File: src/design/fsdl_pkg.sv
// Constants and types for the framestore DRAM and local bus port.
// Assumes one 50 MHz double-rate memory clock and a synchronous reset.
package fsdl_pkg;
  // ****************************************
  // Bus shapes
  // ****************************************
  localparam int DATA_W = 32;
  localparam int ADDR_W = 9;
  localparam int LANES = 4;
  localparam int BANKS = 4;
  localparam int LOC_ADDR_W = 15;
  localparam int LOC_ADDR_LSB = 16;
  localparam int LOC_RW_BIT = 31;
  localparam int DAC_REG_LSB = 8;
  localparam int BYTE_W = 8;
  // ****************************************
  // Timing
  // ****************************************
  localparam int CLK_PERIOD_NS = 20;
  localparam int MCLK_DIV = 2; // Double-rate edges per internal memory clock
  localparam logic [LANES-1:0] CAS_IDLE = 4'hF;
  localparam logic [BANKS-1:0] OE_IDLE = 4'hF;
  // ****************************************
  // Request targets and sequencer states
  // ****************************************
  typedef enum logic [2:0] {
    TGT_DRAM, TGT_ROM, TGT_AUX, TGT_DAC_PIX, TGT_DAC_REG
  } fsdl_target_t;
  typedef enum logic [2:0] {
    ST_IDLE, ST_ROW, ST_COL, ST_PRE, ST_LSET, ST_LSTB, ST_LHLD
  } fsdl_state_t;
endpackage : fsdl_pkg

File: src/design/fsdl_port.sv
// Framestore DRAM sequencer sharing the memory data bus with ROM, auxiliary
// device and palette-DAC. Assumes the user side runs on ref_clk and holds
// a request stable while req_valid is high and req_ready is low.
`timescale 1ns/10ps
module fsdl_port (
  // Clock and reset
  input wire logic ref_clk,
  input wire logic rst,
  // User request
  input wire logic req_valid,
  output logic req_ready,
  input wire fsdl_pkg::fsdl_target_t req_target,
  input wire logic req_write,
  input wire logic [1:0] req_bank,
  input wire logic [fsdl_pkg::ADDR_W-1:0] req_row,
  input wire logic [fsdl_pkg::ADDR_W-1:0] req_col,
  input wire logic [fsdl_pkg::LANES-1:0] req_byte_en,
  input wire logic [fsdl_pkg::LOC_ADDR_W-1:0] req_loc_addr,
  input wire logic [fsdl_pkg::DATA_W-1:0] req_wdata,
  // User answer
  output logic resp_valid,
  output logic [fsdl_pkg::DATA_W-1:0] resp_rdata,
  // Framestore configuration
  input wire logic isolate_req,
  output logic transceiver_isolate,
  output logic mem_clock_half,
  // Memory data bus
  input wire logic [fsdl_pkg::DATA_W-1:0] mem_data_bus_in,
  output logic [fsdl_pkg::DATA_W-1:0] mem_data_bus_out,
  output logic [fsdl_pkg::DATA_W-1:0] mem_data_bus_oe,
  // DRAM control
  output logic [fsdl_pkg::ADDR_W-1:0] addr_banks_even_pair,
  output logic [fsdl_pkg::ADDR_W-1:0] addr_banks_odd_pair,
  output logic row_strobe_n,
  output logic [fsdl_pkg::LANES-1:0] col_strobe_pair_a_n,
  output logic [fsdl_pkg::LANES-1:0] col_strobe_pair_b_n,
  output logic write_en_banks_zero_three_n,
  output logic write_en_banks_one_two_n,
  output logic [fsdl_pkg::BANKS-1:0] bank_out_en_n,
  // Local devices
  output logic boot_rom_select_n,
  output logic aux_device_select_n,
  output logic palette_dac_select_n,
  output logic pixel_load_clock,
  output logic pixel_load_enable_n
);
  // ****************************************
  // Half-rate phase and request capture
  // ****************************************
  fsdl_pkg::fsdl_state_t state_q, state_d, nxt;
  fsdl_pkg::fsdl_target_t tgt_q;
  logic phase_q;
  logic wr_q;
  logic [1:0] bank_q;
  logic [fsdl_pkg::ADDR_W-1:0] row_q, col_q;
  logic [fsdl_pkg::LANES-1:0] be_q;
  logic [fsdl_pkg::LOC_ADDR_W-1:0] laddr_q;
  logic [fsdl_pkg::DATA_W-1:0] wdata_q;
  wire step = phase_q; // Second edge of each internal memory clock
  wire take = req_valid && req_ready;
  // Only complete internal clock periods start a request
  assign req_ready = (state_q == fsdl_pkg::ST_IDLE) && step;
  assign mem_clock_half = phase_q;

  // Phase toggles on every double-rate edge
  always_ff @(posedge ref_clk) begin
    if (rst) begin
      phase_q <= 1'b0;
    end else begin
      phase_q <= ~phase_q;
    end
  end

  // Latch the request so the pins never see it change mid-cycle
  always_ff @(posedge ref_clk) begin
    if (rst) begin
      tgt_q <= fsdl_pkg::TGT_DRAM;
      wr_q <= 1'b0;
      bank_q <= 2'h0;
      row_q <= '0;
      col_q <= '0;
      be_q <= '0;
      laddr_q <= '0;
      wdata_q <= '0;
    end else if (take) begin
      tgt_q <= req_target;
      // ROM is read only, pixel load is write only
      wr_q <= (req_target == fsdl_pkg::TGT_DAC_PIX) ||
              (req_write && req_target != fsdl_pkg::TGT_ROM);
      bank_q <= req_bank;
      row_q <= req_row;
      col_q <= req_col;
      be_q <= req_byte_en;
      laddr_q <= req_loc_addr;
      wdata_q <= req_wdata;
    end
  end

  // ****************************************
  // Sequencer
  // ****************************************
  // One state per internal memory clock; the bus owner is fixed by state,
  // so DRAM and local devices can never be enabled together
  always_comb begin
    nxt = state_q;
    unique case (state_q)
      fsdl_pkg::ST_IDLE: begin
        if (take) begin
          nxt = (req_target == fsdl_pkg::TGT_DRAM) ? fsdl_pkg::ST_ROW : fsdl_pkg::ST_LSET;
        end
      end
      fsdl_pkg::ST_ROW: nxt = fsdl_pkg::ST_COL;
      fsdl_pkg::ST_COL: nxt = fsdl_pkg::ST_PRE;
      fsdl_pkg::ST_PRE: nxt = fsdl_pkg::ST_IDLE;
      fsdl_pkg::ST_LSET: nxt = fsdl_pkg::ST_LSTB;
      fsdl_pkg::ST_LSTB: nxt = fsdl_pkg::ST_LHLD;
      fsdl_pkg::ST_LHLD: nxt = fsdl_pkg::ST_IDLE;
    endcase
    state_d = step ? nxt : state_q;
  end

  always_ff @(posedge ref_clk) begin
    if (rst) begin
      state_q <= fsdl_pkg::ST_IDLE;
    end else begin
      state_q <= state_d;
    end
  end

  // ****************************************
  // Pin decode from the next state
  // ****************************************
  // Decoding on state_d lets every pin come straight from a flip-flop
  wire tk = (state_q == fsdl_pkg::ST_IDLE) && take;
  fsdl_pkg::fsdl_target_t t;
  logic w;
  logic [1:0] b;
  assign t = tk ? req_target : tgt_q;
  assign w = tk ? ((req_target == fsdl_pkg::TGT_DAC_PIX) ||
                   (req_write && req_target != fsdl_pkg::TGT_ROM)) : wr_q;
  assign b = tk ? req_bank : bank_q;
  // Request fields pass straight through on the take edge, so a strobe or
  // select never goes out with the address or data of the previous request
  wire [fsdl_pkg::ADDR_W-1:0] r = tk ? req_row : row_q;
  wire [fsdl_pkg::LOC_ADDR_W-1:0] la = tk ? req_loc_addr : laddr_q;
  wire [fsdl_pkg::DATA_W-1:0] wd = tk ? req_wdata : wdata_q;
  wire n_row = state_d == fsdl_pkg::ST_ROW;
  wire n_col = state_d == fsdl_pkg::ST_COL;
  wire n_loc = state_d inside {fsdl_pkg::ST_LSET, fsdl_pkg::ST_LSTB, fsdl_pkg::ST_LHLD};
  wire n_sel = state_d inside {fsdl_pkg::ST_LSET, fsdl_pkg::ST_LSTB};
  wire odd = b[0];
  wire pix = t == fsdl_pkg::TGT_DAC_PIX;
  wire [fsdl_pkg::ADDR_W-1:0] mux_addr = n_row ? r : col_q;
  wire [fsdl_pkg::ADDR_W-1:0] n_even = ((n_row || n_col) && !odd) ? mux_addr : '0;
  wire [fsdl_pkg::ADDR_W-1:0] n_odd = ((n_row || n_col) && odd) ? mux_addr : '0;
  wire n_ras_n = !(n_row || n_col);
  wire [fsdl_pkg::LANES-1:0] n_cas_a = (n_col && !odd) ? ~be_q : fsdl_pkg::CAS_IDLE;
  wire [fsdl_pkg::LANES-1:0] n_cas_b = (n_col && odd) ? ~be_q : fsdl_pkg::CAS_IDLE;
  wire n_write_en_banks_zero_three_n_n = !(n_col && w && (b == 2'd0 || b == 2'd3));
  wire n_write_en_banks_one_two_n_n = !(n_col && w && (b == 2'd1 || b == 2'd2));
  // Only the addressed bank may turn its outputs on
  wire [fsdl_pkg::BANKS-1:0] n_oe_n = (n_col && !w) ? ~(4'h1 << b) : fsdl_pkg::OE_IDLE;
  wire n_rom_n = !(n_sel && t == fsdl_pkg::TGT_ROM);
  wire n_aux_n = !(n_sel && t == fsdl_pkg::TGT_AUX);
  wire n_dac_n = !(n_sel && (pix || t == fsdl_pkg::TGT_DAC_REG));
  wire n_lden_n = !(n_sel && pix);
  // Clock rises one internal cycle after data and load enable settle
  wire n_lclk = pix && (state_d inside {fsdl_pkg::ST_LSTB, fsdl_pkg::ST_LHLD});

  // Data bus: DRAM write word, pixel word, or address/R-W plus a byte lane
  wire [fsdl_pkg::DATA_W-1:0] lhdr = {~w, la, 16'h0000};
  wire [fsdl_pkg::DATA_W-1:0] lhdr_oe = {1'b1, {fsdl_pkg::LOC_ADDR_W{1'b1}}, 16'h0000};
  wire is_reg = t == fsdl_pkg::TGT_DAC_REG;
  wire [fsdl_pkg::DATA_W-1:0] lbyte = is_reg ?
    {16'h0000, wd[fsdl_pkg::BYTE_W-1:0], 8'h00} : {24'h00_0000, wd[7:0]};
  wire [fsdl_pkg::DATA_W-1:0] lbyte_oe = !w ? '0 : (is_reg ? 32'h0000_FF00 : 32'h0000_00FF);
  wire [fsdl_pkg::DATA_W-1:0] n_dout = (n_col || pix) ? wd : (lhdr | lbyte);
  wire [fsdl_pkg::DATA_W-1:0] n_doe = (n_col && w) || (n_loc && pix) ? '1 :
                                      n_loc ? (lhdr_oe | lbyte_oe) : '0;

  // Pin registers
  always_ff @(posedge ref_clk) begin
    if (rst) begin
      addr_banks_even_pair <= '0;
      addr_banks_odd_pair <= '0;
      row_strobe_n <= 1'b1;
      col_strobe_pair_a_n <= fsdl_pkg::CAS_IDLE;
      col_strobe_pair_b_n <= fsdl_pkg::CAS_IDLE;
      write_en_banks_zero_three_n <= 1'b1;
      write_en_banks_one_two_n <= 1'b1;
      bank_out_en_n <= fsdl_pkg::OE_IDLE;
      boot_rom_select_n <= 1'b1;
      aux_device_select_n <= 1'b1;
      palette_dac_select_n <= 1'b1;
      pixel_load_enable_n <= 1'b1;
      pixel_load_clock <= 1'b0;
      mem_data_bus_out <= '0;
      mem_data_bus_oe <= '0;
      transceiver_isolate <= 1'b1;
    end else begin
      addr_banks_even_pair <= n_even;
      addr_banks_odd_pair <= n_odd;
      row_strobe_n <= n_ras_n;
      col_strobe_pair_a_n <= n_cas_a;
      col_strobe_pair_b_n <= n_cas_b;
      write_en_banks_zero_three_n <= n_write_en_banks_zero_three_n_n;
      write_en_banks_one_two_n <= n_write_en_banks_one_two_n_n;
      bank_out_en_n <= n_oe_n;
      boot_rom_select_n <= n_rom_n;
      aux_device_select_n <= n_aux_n;
      palette_dac_select_n <= n_dac_n;
      pixel_load_enable_n <= n_lden_n;
      pixel_load_clock <= n_lclk;
      mem_data_bus_out <= n_dout;
      mem_data_bus_oe <= n_doe;
      transceiver_isolate <= isolate_req;
    end
  end

  // ****************************************
  // Answer
  // ****************************************
  // Read data is sampled at the end of the strobe phase, while still enabled
  wire fin = step && (state_q == fsdl_pkg::ST_COL || state_q == fsdl_pkg::ST_LSTB);
  wire [fsdl_pkg::DATA_W-1:0] rd_sel = (tgt_q == fsdl_pkg::TGT_DRAM) ? mem_data_bus_in :
    (tgt_q == fsdl_pkg::TGT_DAC_REG) ? {24'h00_0000, mem_data_bus_in[15:8]} :
    {24'h00_0000, mem_data_bus_in[7:0]};
  always_ff @(posedge ref_clk) begin
    if (rst) begin
      resp_valid <= 1'b0;
      resp_rdata <= '0;
    end else begin
      resp_valid <= fin;
      if (fin && !wr_q) begin
        resp_rdata <= rd_sel;
      end
    end
  end

  // ****************************************
  // Checks
  // ****************************************
  property p_cas_in_ras;
    @(posedge ref_clk) disable iff (rst)
    (col_strobe_pair_a_n != fsdl_pkg::CAS_IDLE || col_strobe_pair_b_n != fsdl_pkg::CAS_IDLE)
      |-> !row_strobe_n;
  endproperty
  a_cas_in_ras: assert property (p_cas_in_ras) else $error("column strobe without row");
  property p_row_first;
    @(posedge ref_clk) disable iff (rst)
    $fell(row_strobe_n) |->
      (col_strobe_pair_a_n == fsdl_pkg::CAS_IDLE && col_strobe_pair_b_n == fsdl_pkg::CAS_IDLE)[*2];
  endproperty
  a_row_first: assert property (p_row_first) else $error("row phase too short");
  property p_excl;
    @(posedge ref_clk) disable iff (rst)
    (bank_out_en_n != fsdl_pkg::OE_IDLE) |->
      (boot_rom_select_n && aux_device_select_n && palette_dac_select_n);
  endproperty
  a_excl: assert property (p_excl) else $error("bank enable overlaps local select");
  property p_one_bank;
    @(posedge ref_clk) disable iff (rst) $onehot0(~bank_out_en_n) && !(|(bank_out_en_n ^
      fsdl_pkg::OE_IDLE) && |mem_data_bus_oe);
  endproperty
  a_one_bank: assert property (p_one_bank) else $error("bus contention on read");
  property p_we_cas;
    @(posedge ref_clk) disable iff (rst)
    !(write_en_banks_zero_three_n && write_en_banks_one_two_n) |->
      (mem_data_bus_oe == '1 && !row_strobe_n);
  endproperty
  a_we_cas: assert property (p_we_cas) else $error("write without driven data");
  property p_half;
    @(posedge ref_clk) disable iff (rst) mem_clock_half |=> !mem_clock_half ##1 mem_clock_half;
  endproperty
  a_half: assert property (p_half) else $error("memory clock not half rate");
  property p_load;
    @(posedge ref_clk) disable iff (rst)
    $rose(pixel_load_clock) |-> !pixel_load_enable_n && $stable(mem_data_bus_out) &&
      mem_data_bus_oe == '1;
  endproperty
  a_load: assert property (p_load) else $error("pixel data unstable at load edge");
  property p_rom;
    @(posedge ref_clk) disable iff (rst)
    !boot_rom_select_n |-> mem_data_bus_out[31] && mem_data_bus_oe[31:16] == 16'hFFFF &&
      mem_data_bus_oe[7:0] == 8'h00;
  endproperty
  a_rom: assert property (p_rom) else $error("rom read drives wrong lanes");
  property p_aux;
    @(posedge ref_clk) disable iff (rst)
    !aux_device_select_n |-> mem_data_bus_oe[31:16] == 16'hFFFF &&
      mem_data_bus_oe[15:8] == 8'h00;
  endproperty
  a_aux: assert property (p_aux) else $error("auxiliary access lanes wrong");
endmodule : fsdl_port

File: config.mk
export PLATFORM = sky130hd
export DESIGN_NAME = fsdl_port
export DESIGN_NICKNAME = d
export VERILOG_FILES = /design/src/design/fsdl_pkg.sv /design/src/design/fsdl_port.sv
export SDC_FILE = /design/constraint.sdc
export NUM_CORES = 1
export LEC_CHECK = 0
export BUFFER_PORTS_ARGS = -buffer_cell sky130_fd_sc_hd__buf_4
export CORE_MARGIN = 3
export CORE_UTILIZATION = 49
export DETAILED_ROUTE_END_ITERATION = 16
export MAX_ROUTING_LAYER = met4
export PLACE_DENSITY = 0.81
export SYNTH_ARGS = -nofsm -noshare
export SYNTH_HDL_FRONTEND = slang
export SYNTH_SLANG_ARGS = --single-unit
File: constraint.sdc
create_clock -name ref_clk -period 3 [get_ports ref_clk]
set_clock_uncertainty 0.1 [all_clocks]
set_input_delay 0.15 -clock ref_clk [delete_from_list [all_inputs] [get_ports ref_clk]]
set_output_delay 0.15 -clock ref_clk [all_outputs]
set_load 0.03 [all_outputs]
Yosys cells after proc, flatten, opt, wreduce, memory -nomap -nowiden
Cells that the tools add are included.
Operators by class
  eq/ne operators: 21
  shift-type cells: 1
  multiplexer cells: 19
  bitwise gates (word level): 10
  reductions and logical operators: 51
Operators with widths (number)
  $mux 32: 5
  $mux 16: 3
  $or 32x16->32: 1
  $eq 3x3->1 const B: 8
  $logic_and 1x1->1: 20
  $eq 3x2->1 const B: 6
  $mux 9: 2
  $pmux 3 s6: 1
  $mux 15: 1
  $mux 3: 4
  $reduce_or 2->1: 6
  $logic_not 1->1: 10
  $eq 3x1->1 const B: 3
  $logic_not 3->1: 3
  $logic_or 1x1->1: 8
  $mux 8: 1
  $not 4->4: 2
  $not 1->1: 7
  $eq 2x2->1 const B: 2
  $reduce_bool 2->1: 2
  $shl 1x2->4 const A: 1
  $ne 3x1->1 const B: 1
  $reduce_bool 3->1: 1
  $eq 2x1->1 const B: 1
  other kinds (3): 3
Word-level totals
  register bits after elaboration: 215
  input bits: 111
  logic and storage cells: 130

Longest topological paths before layout
Gate-level depths: netlist (run 1).
  word-level depth: 11
  mapped depth: 9
  gate-level depth less buffers: 6

Worst setup path before layout (run 1)
OpenSTA, ideal clock, no wires.
  path type: register to register
  from: reg phase_q (netlist: mem_clock_half)
  to: reg write_en_banks_zero_three_n
  library setup time: 132 ps
  arrival: 1994 ps
  setup slack: 774 ps
  cell stages (with the launch flop): 8
  period minus slack after synthesis: 2226 ps
  cell sequence: dfxtp_1 and3b_1 nand2_2 buf_4 buf_2 mux2i_1 ha_1 nand3b_1
Between the ends
  longest elaborated chain between the ends: 9
Ends and longest elaborated chain
  start: declaration: RTL line fsdl_port.sv:52  | logic phase_q;
  start signal: assignment: RTL line fsdl_port.sv:70  | phase_q <= ~phase_q;
  $logic_and 1x1->1: RTL line fsdl_port.sv:62  | assign req_ready = (state_q == fsdl_pkg::ST_IDLE) && step;
  $logic_and 1x1->1: RTL line fsdl_port.sv:60  | wire take = req_valid && req_ready;
  $mux 3: RTL line fsdl_port.sv:108  | if (take) begin
  $pmux 3 s6: RTL line fsdl_port.sv:106  | unique case (state_q)
  $mux 3: RTL line fsdl_port.sv:119  | state_d = step ? nxt : state_q;
  $eq 3x2->1: RTL line fsdl_port.sv:148  | wire n_col = state_d == fsdl_pkg::ST_COL;
  $logic_and 1x1->1: RTL line fsdl_port.sv:159  | wire n_write_en_banks_zero_three_n_n = !(n_col && w && (b == 2'd0 || b == 2'd3));
  $logic_and 1x1->1 *: RTL line fsdl_port.sv:159
  $logic_not 1->1 *: RTL line fsdl_port.sv:159
  end signal: assignment: RTL line fsdl_port.sv:206  | write_en_banks_zero_three_n <= n_write_en_banks_zero_three_n_n;
  end: declaration: RTL line fsdl_port.sv:37  | output logic write_en_banks_zero_three_n,
Mark *: on every way between the ends. The rest lies on a longest branch, timed or not.
A chain may end at the register's enable or synchronous reset.

Worst setup path after layout (run 1)
  from: reg state_q[0]
  to: reg boot_rom_select_n
Between the ends
  longest elaborated chain between the ends: 10
Ends and longest elaborated chain
  start: declaration: RTL line fsdl_port.sv:50  | fsdl_pkg::fsdl_state_t state_q, state_d, nxt;
  start signal: assignment: RTL line fsdl_port.sv:124  | state_q <= fsdl_pkg::ST_IDLE;
  start signal: assignment: RTL line fsdl_port.sv:126  | state_q <= state_d;
  $logic_not 3->1: RTL line fsdl_port.sv:62, fsdl_port.sv:106, fsdl_port.sv:134
  $logic_and 1x1->1: RTL line fsdl_port.sv:62
  $logic_and 1x1->1: RTL line fsdl_port.sv:60
  $mux 3: RTL line fsdl_port.sv:108
  $pmux 3 s6: RTL line fsdl_port.sv:106
  $mux 3: RTL line fsdl_port.sv:119
  $eq 3x3->1: RTL line fsdl_port.sv:150  | wire n_sel = state_d inside {fsdl_pkg::ST_LSET, fsdl_pkg::ST_LSTB};
  $reduce_bool 2->1: RTL line fsdl_port.sv:150
  $logic_and 1x1->1 *: RTL line fsdl_port.sv:163  | wire n_rom_n = !(n_sel && t == fsdl_pkg::TGT_ROM);
  $logic_not 1->1 *: RTL line fsdl_port.sv:163
  end signal: assignment: RTL line fsdl_port.sv:209  | boot_rom_select_n <= n_rom_n;
  end: declaration: RTL line fsdl_port.sv:41  | output logic boot_rom_select_n,
Marks and branches as above.

==> impl_summary.log, run 1 <==
INFO  metric outcome = finished, final reports clean
INFO  metric die_height = between 100 and 150 um
INFO  metric whs_path_depth = 3
INFO  metric worst-path-max-fanout = 21
INFO  metric drtIter0Drc = 367
INFO  metric yosysUniqueCellTypes = 48
INFO  metric drv.max_cap_violation_count = 0
INFO  metric timing_hold_violations_final = 0
INFO  metric postSynthAreaPerCell = 9.119 sq um
INFO  metric yosys_most_used_dff = sky130_fd_sc_hd__dfxtp_1
INFO  metric worst_ir_drop_vdd = 0.5482 mV
INFO  metric power_density = approximately 550 nW/um^2
INFO  metric regToRegSetupSlack = 0.44 ns
INFO  metric remaining_max_slew_budget_at_the_tightest_pin = 0.3259
INFO  metric drive_gt1_frac = 0.3063
INFO  metric layout_worst_path_cycle_share = 0.8546
INFO  metric drtAntennaViolNets = 0
INFO  metric reg2reg_depth = 7
INFO  metric ff_to_ff_start = state_q[0]$_SDFF_PP0_
INFO  metric die_w = 123.4 um
INFO  metric worst-setup-path-type = flop to flop
INFO  metric floorplan.rows = 42
INFO  metric tritoncts_num_sinks = 186
INFO  metric source_of_the_worst_hold_timing_path = req_row[5]
INFO  metric cts_tree = done
INFO  metric postSynth.asyncResetShare = 0
INFO  metric synth_cells = 740
INFO  metric gp_routability_congestion = 0.8224
INFO  metric totalNegativeSetupSlack = 0 ns
INFO  metric timing.final.setup_violations = 0
INFO  metric clock_latency = ~0.41 ns
INFO  metric worstReg2RegEnd = boot_rom_select_n$_SDFF_PP1_
INFO  metric cts_inserted_buffers = 17
INFO  metric postCtsSetupRepairBufs = 0
INFO  metric synth_warnings = 0
INFO  metric arrival = approximately 2.8 ns
INFO  metric syn-num-nets = 855
INFO  metric synth_sequential_area_ratio = 0.5518
INFO  metric final_max_slew_viol_count = 0
INFO  metric wl_per_cell = 15.24 um
INFO  metric post_synth_instance_area = slightly below 7000 sq um
INFO  metric globalRouteTotalUtil = 0.2509
INFO  metric grt_max_degree = 89
INFO  metric clockBufferDepth = 2
INFO  metric detailed_place.area = 8489 sq um
INFO  metric ys_seq_elements = 186
INFO  metric starting_density_of_the_core = 0.5055
INFO  metric route.detailed.drc = 0
INFO  metric grt-ovfl-total = 0
INFO  metric detail_route.vias_per_cell = 5.070
INFO  metric via_count = 6282
INFO  metric timing.hold.worst_endpoint = row_q[5]$_SDFFE_PP0N_
INFO  metric core_area = 13350 sq um
INFO  metric hold_path_class = input pin to flop
INFO  metric fin_area = 10170 sq um
INFO  metric grt_pass1_wl = ~29 mm
INFO  metric fmax = 390.0 MHz
INFO  metric timing.critical_path.slowest_cell_delay = 0.62 ns
INFO  metric worst_setup_hold_path_clk_slew = 0.06 ns
INFO  metric detailed_place_hpwl = approximately 11 mm
INFO  metric post-route-min-period = 2.564 ns
INFO  metric syn_to_final_growth = 50.75%
INFO  metric cp_slowest_cell = sky130_fd_sc_hd__or4b_2
INFO  metric io-pin-count = roughly 250
INFO  metric worst_setup_path_end_kind = flop
INFO  metric rsz_0062_raised_after_global_routing = no
INFO  metric clock_tree.root_cell = sky130_fd_sc_hd__clkbuf_16
INFO  metric timing_worst_slew_pin_value = between 1 and 1.5 ns
INFO  metric synth-edff-count = 0
INFO  metric timing.critical_path.required = 3.21 ns
INFO  metric grt_antenna_before_repair = 2
INFO  metric worstSetupStartpointType = flop
INFO  metric path_cells = nand3b_1 > nor3_4 > buf_4 > or4b_2 > o31ai_1 > dlygate4sd3_1 > nand2_1
INFO  metric fillers = 877
INFO  metric port_buffers = roughly 250
INFO  metric cts_htree_levels = 4
INFO  metric power_leakage = 0.004333 uW
INFO  metric dr.pass1.iters = 4
INFO  metric finish.net_count = 1163
INFO  metric area_enclosed_by_the_die_boundary = 15220 sq um
INFO  metric totalWireLength = 18.88 mm
INFO  metric grt_pass1_vias = 6106
## Yosys cell counts, types with 17 or more instances
cell type / n / area [sq um]
sky130_fd_sc_hd__nand3_1: 33 / 165.2
sky130_fd_sc_hd__mux2_2: 23 / 259.0
sky130_fd_sc_hd__buf_2: 17 / 85.08
sky130_fd_sc_hd__nor2_1: 42 / 157.7
sky130_fd_sc_hd__nand2_1: 171 / 641.9
sky130_fd_sc_hd__clkbuf_1: 21 / 78.83
sky130_fd_sc_hd__dfxtp_1: 186 / 3724
sky130_fd_sc_hd__a21oi_1: 98 / 490.5
sky130_fd_sc_hd__mux2i_1: 18 / 180.2
sky130_fd_sc_hd__nor2b_1: 18 / 112.6
sky130_fd_sc_hd__buf_4: 32 / 240.2
## placed cells by master, fill, tap and decap left out, drive strengths merged, types with 6 or more instances in the layout
master       count
clkbuf          21
nand2          172
nor3             8
dfxtp          186
a22o             8
buf            259
dlygate4sd3    105
o21ai            7
a21oi           99
mux2i           19
clkinv           6
inv              6
nor2            43
nand3           33
a211oi           8
nor2b           18
mux2            24
## how the worst max path moves through the flow
stage | start | slack [ns] | to | cells past startpoint
after floorplan | mem_clock_half$_SDFF_PP0_ | 0.77 | write_en_banks_zero_three_n$_SDFF_PP1_ | 7
after global placement | mem_clock_half$_SDFF_PP0_ | 0.67 | mem_data_bus_out[30]$_SDFF_PP0_ | 6
after detailed placement | mem_clock_half$_SDFF_PP0_ | 0.61 | mem_data_bus_out[29]$_SDFF_PP0_ | 6
after CTS | state_q[0]$_SDFF_PP0_ | 0.48 | boot_rom_select_n$_SDFF_PP1_ | 7
after global routing | state_q[1]$_SDFF_PP0_ | 0.22 | boot_rom_select_n$_SDFF_PP1_ | 6
final | state_q[0]$_SDFF_PP0_ | 0.44 | boot_rom_select_n$_SDFF_PP1_ | 7
## layer usage
metal / up-vias / GRT usage / part of all wire
met2: 257 / 0.4315 / 0.51
met1: 2930 / 0.2837 / 0.39
met5: - / - / 0
met4: 0 / 0.08997 / 0.031
met3: 49 / 0.06221 / 0.073
li1: 3046 / - / -
## sequential cells by signal, indices dropped and copies added (netlist names), 3 cells and up
register              count
addr_banks_even_pair      9
tgt_q                     3
col_q                     9
be_q                      4
mem_data_bus_oe           3
wdata_q                  32
laddr_q                  15
resp_rdata               32
col_strobe_pair_b_n       4
addr_banks_odd_pair       9
mem_data_bus_out         32
state_q                   3
col_strobe_pair_a_n       4
row_q                     9
bank_out_en_n             4
## cell type report
| cell class | instances | area [sq um] | share of cell area |
|---|---|---|---|
| clock inverter | 11 | 166.4 | 0.01636 |
| sequential | 186 | 3724 | 0.3660 |
| multi-input combinational | 474 | 2582 | 0.2539 |
| antenna | 2 | 5.005 | 0.0004920 |
| inverter | 5 | 18.77 | 0.001845 |
| timing repair buffer | 364 | 2995 | 0.2945 |
| clock buffer | 21 | 460.4 | 0.04526 |
| tap | 176 | 220.2 | 0.02165 |
## through the flow
step	total power [uW]	worst slack, ns	util	hold WS [ns]	instances
final	5608	0.4361	0.7621	0.009563	1239
after global placement	3190	0.6662	0.6360	0.2335	1100
after global routing	5811	0.2249	0.7621	0.004803	1239
after CTS	5635	0.4754	0.7617	0.002710	1237
after detailed placement	3199	0.6130	0.6360	0.2391	1100
after floorplan	2980	0.7738	-	0.1538	740
## timing repair
| item | 4_1_cts | 5_1_grt |
|---|---|---|
| resized for setup | 0 | 0 |
| endpoints found under the hold margin | 109 | 0 |
| hold buffers | 105 | 0 |
## critical path, delay by kind of cell, from the launching register on
kind            cells  cell delay (ns)
flops               1             0.48
simple gates        4             0.95
buf+inv             2             0.82
compound gates      1             0.10
## where the power goes
group | internal, uW | switching, uW
Clock | 1440 | 901
Sequential | 2540 | 39.9
Combinational | 333 | 355
## logic make-up after synthesis
logic type	synth area share
mux	0.07065
buf+inv	0.06768
compound gates	0.1144
fa+ha+maj	0.007417
simple gates	0.1880
flops	0.5518
Note: power is estimated with default switching activity, not from simulation.
==> run 2: changes to the inputs <==
- CORE_UTILIZATION: 49 -> 30
- GPL_ROUTABILITY_DRIVEN: unset -> 0
- PLACE_DENSITY: 0.81 -> 0.5
==> run 2 against run 1 <==
  * Cell count is 8.4% higher
  * Sequential power is essentially flat
  * Non-clock buffer count grew 2
  * Critical endpoint is now mem_data_bus_out[15]$_SDFF_PP0_
  * Wire length grew 3.8%
  * Worst hold slack gained 0.19 ns
  * Critical path depth decreased by 1
  * Register-to-register slack improved by 0.10 ns
  * Via count down 4.1%
  * Global-route usage down 8.8 points
  * Combinational power up 1%
  * Count of clock-buffer cells in the layout down 3
==> impl_summary.log, run 2 (synthesis results as in run 1) <==
INFO  metric arrival = 2.73 ns (was 2.77 ns)
INFO  metric io-pin-count = 249 (unchanged)
INFO  metric hold_path_class = input pin to flop (unchanged)
INFO  metric finish.utilization = 0.4698 (was 0.7621)
INFO  metric wl_per_cell = 14.60 um (was 15.24 um)
INFO  metric remaining_max_slew_budget_at_the_tightest_pin = 0.2058 (was 0.3259)
INFO  metric outcome = finished, final reports clean (unchanged)
INFO  metric clock_tree.root_cell = sky130_fd_sc_hd__clkbuf_16 (unchanged)
INFO  metric port_buffers = 248 (unchanged)
INFO  metric drv.max_cap_violation_count = 0 (unchanged)
INFO  metric reg.largest.list = mem_data_bus_out: 32 flops, resp_rdata: 32 flops, wdata_q: 32 flops (unchanged)
INFO  metric timing.critical_path.required = 3.27 ns (was 3.21 ns)
INFO  metric totalNegativeSetupSlack = 0 ns (unchanged)
INFO  metric post-route-min-period = 2.461 ns (was 2.564 ns)
INFO  metric worstSetupStartpointType = flop (unchanged)
INFO  metric cts_htree_levels = 4 (unchanged)
INFO  metric clockBufferDepth = 2 (unchanged)
INFO  metric grt-ovfl-total = 0 (unchanged)
INFO  metric via_count = 6024 (was 6282)
INFO  metric cts-resized-gates = 0 (unchanged)
INFO  metric worst_setup_hold_path_clk_slew = 0.07 ns (was 0.06 ns)
INFO  metric totalWireLength = 19.61 mm (was 18.88 mm)
INFO  metric grt_pass1_vias = 6105 (was 6106)
INFO  metric detailed_place_hpwl = 12.54 mm (was 11.46 mm)
INFO  metric floorplan.rows = 54 (was 42)
INFO  metric die_height = 156.0 um (was 123.4 um)
INFO  metric timing.critical_path.depth = 6 (was 7)
INFO  metric cp_slowest_cell = sky130_fd_sc_hd__nor2_1 (was sky130_fd_sc_hd__or4b_2)
INFO  metric grt_pass1_wl = 30.99 mm (was 29.32 mm)
INFO  metric cp_top_family = simple AND/OR/NAND/NOR gates (unchanged)
INFO  metric globalRouteTotalUtil = 0.1625 (was 0.2509)
INFO  metric worst-setup-path-type = flop to flop (unchanged)
INFO  metric whs_path_depth = 5 (was 3)
INFO  metric final_common_cell = sky130_fd_sc_hd__buf_4 (unchanged)
INFO  metric critPathBufInv = 1 (was 2)
INFO  metric cts_tree = done (unchanged)
INFO  metric worst-path-max-fanout = 16 (was 21)
INFO  metric core_area = 21960 sq um (was 13350 sq um)
INFO  metric fillers = 2184 (was 877)
INFO  metric final_max_slew_viol_count = 0 (unchanged)
INFO  metric finish.net_count = 1165 (was 1163)
INFO  metric timing.critical_path.slowest_cell_delay = 0.91 ns (was 0.62 ns)
INFO  metric grt_antenna_before_repair = 0 (was 2)
INFO  metric worst_setup_path_end_kind = flop (unchanged)
INFO  metric grt_max_degree = 68 (was 89)
INFO  metric route.detailed.drc = 0 (unchanged)
INFO  metric antenna-diode-count = 0 (was 2)
INFO  metric cts_inserted_buffers = 17 (unchanged)
INFO  metric power_density = 537.2 nW/um^2 (was 551.3 nW/um^2)
INFO  metric die_w = 156.0 um (was 123.4 um)
INFO  metric clock_latency = 0.42 ns (was 0.41 ns)
INFO  metric worst_ir_drop_vdd = 0.3352 mV (was 0.5482 mV)
INFO  metric mostFrequentLayoutCells = sky130_fd_sc_hd__buf_4 (257), sky130_fd_sc_hd__dfxtp_1 (186), sky130_fd_sc_hd__nand2_1 (171) (was sky130_fd_sc_hd__buf_4 (259), sky130_fd_sc_hd__dfxtp_1 (186), sky130_fd_sc_hd__nand2_1 (171))
INFO  metric timing.final.setup_violations = 0 (unchanged)
INFO  metric critical-path-top-cell-by-count = sky130_fd_sc_hd__nor2_1
INFO  metric starting_density_of_the_core = 0.3073 (was 0.5055)
INFO  metric detail_route.vias_per_cell = 4.485 (was 5.070)
INFO  metric drtAntennaViolNets = 0 (unchanged)
INFO  metric tritoncts_num_sinks = 186 (unchanged)
INFO  metric area_enclosed_by_the_die_boundary = 24330 sq um (was 15220 sq um)
INFO  metric reg2reg_depth = 6 (was 7)
INFO  metric drive_gt1_frac = 0.3076 (was 0.3063)
INFO  metric power_leakage = 0.004326 uW (was 0.004333 uW)
INFO  metric rsz_0062_raised_after_global_routing = no (unchanged)
INFO  metric drtIter0Drc = 241 (was 367)
INFO  metric dr.pass1.iters = 4 (unchanged)
INFO  metric timing_worst_slew_pin_value = 1.187 ns (was 1.007 ns)
INFO  metric layout_worst_path_cycle_share = 0.8205 (was 0.8546)
INFO  metric fmax = 406.3 MHz (was 390.0 MHz)
INFO  metric path_cells = buf_4 > nor2_1 > and2_1 > o21ba_2 > nor2_1 > a22o_1 (was nand3b_1 > nor3_4 > buf_4 > or4b_2 > o31ai_1 > dlygate4sd3_1 > nand2_1)
INFO  metric syn_to_final_growth = 52.88% (was 50.75%)
INFO  metric timing_hold_violations_final = 0 (unchanged)
## run 2: changes by cell type in the layout (fill, tap and decap cells not counted), moves of 2 or more
cell                            delta
sky130_fd_sc_hd__clkbuf_1          -2
sky130_fd_sc_hd__inv_8             +5
sky130_fd_sc_hd__clkinv_2          -3
sky130_fd_sc_hd__buf_4             -2
sky130_fd_sc_hd__buf_12            +2
sky130_fd_sc_hd__diode_2           -2
sky130_fd_sc_hd__dlygate4sd3_1     +2
sky130_fd_sc_hd__bufinv_16         -3
sky130_fd_sc_hd__clkinvlp_4        +3
## run 2: repair_timing
action	CTS	global route
setup buffers	0	0
hold buffers	107	0
endpoints found under the hold margin	113	0
## run 2: area by class of cell
type | instances | area (sq um) | area share
Multi-Input combinational cell | 474 | 2587 | 0.2508
Timing Repair Buffer | 366 | 3040 | 0.2947
Clock buffer | 18 | 439.2 | 0.04257
Tap cell | 280 | 350.3 | 0.03396
Inverter | 5 | 18.77 | 0.001819
Sequential cell | 186 | 3724 | 0.3609
Clock inverter | 14 | 156.4 | 0.01516
## run 2: final timing paths
kind                              from                           endpoint  slack, ns
min                          req_valid       boot_rom_select_n$_SDFF_PP1_       0.20
max          mem_clock_half$_SDFF_PP0_    mem_data_bus_out[15]$_SDFF_PP0_       0.54
min reg2reg       be_q[0]$_SDFFE_PP0N_  col_strobe_pair_b_n[0]$_SDFF_PP1_       0.30
max reg2reg  mem_clock_half$_SDFF_PP0_    mem_data_bus_out[15]$_SDFF_PP0_       0.54
## run 2: metrics by stage
step | cell area (sq um) | setup slack (ns) | total power [uW] | instances | hold WS, ns
after global placement | 8650 | 0.4991 | 3221 | 1204 | 0.2362
final | 10320 | 0.5386 | 5541 | 1343 | 0.1962
after floorplan | 6748 | 0.7738 | 2980 | 740 | 0.1538
after CTS | 10320 | 0.4786 | 5624 | 1343 | 0.1705
after detailed placement | 8650 | 0.4911 | 3219 | 1204 | 0.2400
after global routing | 10320 | 0.2497 | 5782 | 1343 | 0.2030
## run 2: routing by layer
metal / vias to the layer above / global-route usage / share of wire
met1: 2780 / 0.1958 / 0.45
li1: 3054 / - / -
met4: 0 / 0.04584 / 0.012
met2: 172 / 0.2755 / 0.49
met3: 18 / 0.03384 / 0.054
met5: - / - / 0
## run 2: report_power, final
| group | leakage, uW | internal (uW) | switching, uW |
|---|---|---|---|
| clock network | 0.000285 | 1210 | 1060 |
| logic | 0.00253 | 339 | 356 |
| registers | 0.00151 | 2540 | 36.9 |
| total | 0.00433 | 4080 | 1460 |
## run 2: tightest hold or removal path, stage by stage
cell and delay [ns]:
sky130_fd_sc_hd__buf_4 0.13, sky130_fd_sc_hd__a31oi_1 0.12, sky130_fd_sc_hd__a2111oi_0 0.08, sky130_fd_sc_hd__buf_4 0.15, sky130_fd_sc_hd__nand2_1 0.05
==> run 3: changes to the inputs <==
- PLACE_DENSITY: 0.5 -> 0.52
- clock period: 3 -> 2.1 ns (I/O delays scaled with it)
==> run 3 against run 2 <==
  * Register-to-register slack worse by 0.35 ns
  * Wire length down 0.84%
  * Critical endpoint is now addr_banks_odd_pair[6]$_SDFF_PP0_
  * Die area unchanged
  * Sequential share of layout area down 0.76 points
  * Clock power up 44%
  * Sequential cell count unchanged
  * Via count up 1.9%
==> impl_summary.log, run 3 (synthesis results as in run 1) <==
INFO  metric timing_worst_slew_pin_value = 0.5952 ns (was 1.187 ns)
INFO  metric grt_pass1_wl = 30.12 mm (was 30.99 mm)
INFO  metric cts_htree_levels = 4 (unchanged)
INFO  metric final_cells = 1366 (was 1343)
INFO  metric drtAntennaViolNets = 0 (unchanged)
INFO  metric die_w = 156.0 um (unchanged)
INFO  metric grt_antenna_before_repair = 0 (unchanged)
INFO  metric clock_tree.root_cell = sky130_fd_sc_hd__clkbuf_16 (unchanged)
INFO  metric total_power = 7993 uW (was 5541 uW)
INFO  metric layout_worst_path_cycle_share = 0.9250
INFO  metric worst_hold_slack = 0.1253 ns (was 0.1962 ns)
INFO  metric finish.net_count = 1188 (was 1165)
INFO  metric power.internal = 5970 uW (was 4085 uW)
INFO  metric grt_pass1_vias = 5855 (was 6105)
INFO  metric final_common_cell = sky130_fd_sc_hd__buf_4 (unchanged)
INFO  metric detailed_place.area = 8865 sq um (was 8650 sq um)
INFO  metric timing.hold.worst_endpoint = laddr_q[11]$_SDFFE_PP0N_ (was boot_rom_select_n$_SDFF_PP1_)
INFO  metric worst_setup_hold_path_clk_slew = 0.07 ns (about the same)
INFO  metric power_density = 757.9 nW/um^2 (was 537.2 nW/um^2)
INFO  metric hold_path_class = input pin to flop (unchanged)
INFO  metric drive_gt1_frac = 0.3241 (was 0.3076)
INFO  metric area_enclosed_by_the_die_boundary = 24330 sq um (unchanged)
INFO  metric clock_latency = 0.42 ns (about the same)
INFO  metric timing.final.setup_violations = 0 (unchanged)
INFO  metric detailed_place_hpwl = 13.04 mm (was 12.54 mm)
INFO  metric worst_ir_drop_vdd = 0.4705 mV (was 0.3352 mV)
INFO  metric netsw = 2023 uW (was 1457 uW)
INFO  metric clockBufferDepth = 2 (unchanged)
INFO  metric drv.max_cap_violation_count = 0 (unchanged)
INFO  metric remaining_max_slew_budget_at_the_tightest_pin = 0.6032 (was 0.2058)
INFO  metric globalRouteTotalUtil = 0.1590 (was 0.1625)
INFO  metric post-route-min-period = about 2 ns
INFO  metric fin_area = 10550 sq um (was 10320 sq um)
INFO  metric route.detailed.drc = 0 (unchanged)
INFO  metric tritoncts_num_sinks = 186 (unchanged)
INFO  metric cts_inserted_buffers = 17 (unchanged)
INFO  metric starting_density_of_the_core = 0.3073 (unchanged)
INFO  metric dr.pass1.iters = 4 (unchanged)
INFO  metric totalNegativeSetupSlack = 0 ns (unchanged)
INFO  metric syn_to_final_growth = 56.30% (was 52.88%)
INFO  metric worstSetupStartpointType = input pin (was flop)
INFO  metric ff_to_ff_start = state_q[0]$_SDFF_PP0_ (was mem_clock_half$_SDFF_PP0_)
INFO  metric detail_route.vias_per_cell = 4.495 (was 4.485)
INFO  metric cts_tree = done (unchanged)
INFO  metric grt-ovfl-total = 0 (unchanged)
INFO  metric io-pin-count = 249 (unchanged)
INFO  metric antenna-diode-count = 0 (unchanged)
INFO  metric power_leakage = 0.004454 uW (was 0.004326 uW)
INFO  metric totalWireLength = 19.44 mm (was 19.61 mm)
INFO  metric worst-path-max-fanout = 8 (was 16)
INFO  metric whs_path_depth = 2 (was 5)
INFO  metric timing.critical_path.required = 2.31 ns (was 3.27 ns)
INFO  metric worstReg2RegEnd = mem_data_bus_out[16]$_SDFF_PP0_ (was mem_data_bus_out[15]$_SDFF_PP0_)
INFO  metric sw_frac_of_total = 0.2531 (was 0.2628)
INFO  metric floorplan.rows = 54 (unchanged)
INFO  metric wl_per_cell = 14.23 um (was 14.60 um)
INFO  metric grt_max_degree = 51 (was 68)
INFO  metric outcome = finished, final reports clean (unchanged)
INFO  metric fmax = approximately 500 MHz
INFO  metric timing_hold_violations_final = 0 (unchanged)
INFO  metric worst-setup-path-type = input pin to flop (was flop to flop)
INFO  metric via_count = 6140 (was 6024)
INFO  metric regToRegSetupSlack = 0.19 ns (was 0.54 ns)
INFO  metric dp.cells = 1227 (was 1204)
INFO  metric mostFrequentLayoutCells = sky130_fd_sc_hd__buf_4 (275), sky130_fd_sc_hd__dfxtp_1 (184), sky130_fd_sc_hd__nand2_1 (171) (was sky130_fd_sc_hd__buf_4 (257), sky130_fd_sc_hd__dfxtp_1 (186), sky130_fd_sc_hd__nand2_1 (171))
INFO  metric pwr-share-seq = 0.459 (was 0.465)
INFO  metric postCtsSetupRepairBufs = 0 (unchanged)
INFO  metric source_of_the_worst_hold_timing_path = rst (was req_valid)
INFO  metric rsz_0062_raised_after_global_routing = no (unchanged)
INFO  metric die_height = 156.0 um (unchanged)
INFO  metric final_max_slew_viol_count = 0 (unchanged)
INFO  metric p_comb_frac = 0.130 (was 0.125)
INFO  metric reg2reg_depth = 6 (unchanged)
INFO  metric share_clk_of_total_power = 0.410 (about the same)
INFO  metric worst_setup_path_end_kind = flop (unchanged)
INFO  metric core_area = 21960 sq um (unchanged)
INFO  metric reg.largest.list = mem_data_bus_out: 32 flops, resp_rdata: 32 flops, wdata_q: 32 flops (unchanged)
INFO  metric drtIter0Drc = 263 (was 241)
INFO  metric port_buffers = 248 (unchanged)
INFO  metric arrival = 2.15 ns (was 2.73 ns)
## run 3: critical path, cell delays in order
cell and delay (ns):
sky130_fd_sc_hd__dlygate4sd3_1 0.55, sky130_fd_sc_hd__buf_4 0.16, sky130_fd_sc_hd__or3_1 0.47, sky130_fd_sc_hd__o22ai_1 0.29
sky130_fd_sc_hd__nand2_1 0.09, sky130_fd_sc_hd__buf_4 0.19, sky130_fd_sc_hd__mux2i_1 0.23, sky130_fd_sc_hd__nor2_1 0.08
## run 3: timing repair
action | CTS | global route
hold endpoints to repair | 134 | 0
resized for setup | 0 | 3
hold buffers | 107 | 0
setup endpoints to repair | 0 | 27
## run 3: cell type report
type | count | area (sq um)
flip-flops and latches | 186 | 3726
clock buffers | 19 | 442.9
repair buffers | 389 | 3258
inverters | 5 | 18.77
multi-input cells | 474 | 2591
clock inverters | 13 | 158.9
well taps | 280 | 350.3
fillers | 2096 | 11410
## run 3: per-layer routing
metal | up-vias | global-route usage | share of wire
met2 | 171 | 0.2612 | 0.48
li1 | 3106 | - | -
met1 | 2833 | 0.1919 | 0.45
met4 | 0 | 0.05509 | 0.021
met3 | 30 | 0.03689 | 0.054
met5 | - | - | 0
## run 3: worst max path at each step
stage                               start                                endpoint  slack [ns]  cells after the start
floorplan           state_q[0]$_SDFF_PP0_  write_en_banks_zero_three_n$_SDFF_PP1_      0.0007                      8
global placement    state_q[0]$_SDFF_PP0_          mem_data_bus_out[2]$_SDFF_PP0_        0.11                      6
detailed placement  state_q[0]$_SDFF_PP0_          mem_data_bus_out[1]$_SDFF_PP0_        0.07                      6
CTS                 state_q[0]$_SDFF_PP0_          mem_data_bus_out[1]$_SDFF_PP0_        0.06                      6
global route        state_q[0]$_SDFF_PP0_         mem_data_bus_out[15]$_SDFF_PP0_        0.02                      7
finish                      req_target[2]       addr_banks_odd_pair[6]$_SDFF_PP0_        0.16                      8
## run 3: per-stage QoR
stage | worst slack [ns] | utilization
global placement | 0.1074 | 0.4037
floorplan | 0.0007425 | -
finish | 0.1575 | 0.4803
global route | 0.02314 | 0.4803
detailed placement | 0.07427 | 0.4037
CTS | 0.06117 | 0.4799
## run 3: power groups by stage
stage          registers (uW)  logic, uW  clock network, uW
6_report                 3670       1040               3280
5_1_grt                  3680       1130               3520
4_1_cts                  3670       1050               3390
3_5_place_dp             3750        886                  0
3_3_place_gp             3750        882                  0
2_1_floorplan            3810        445                  0
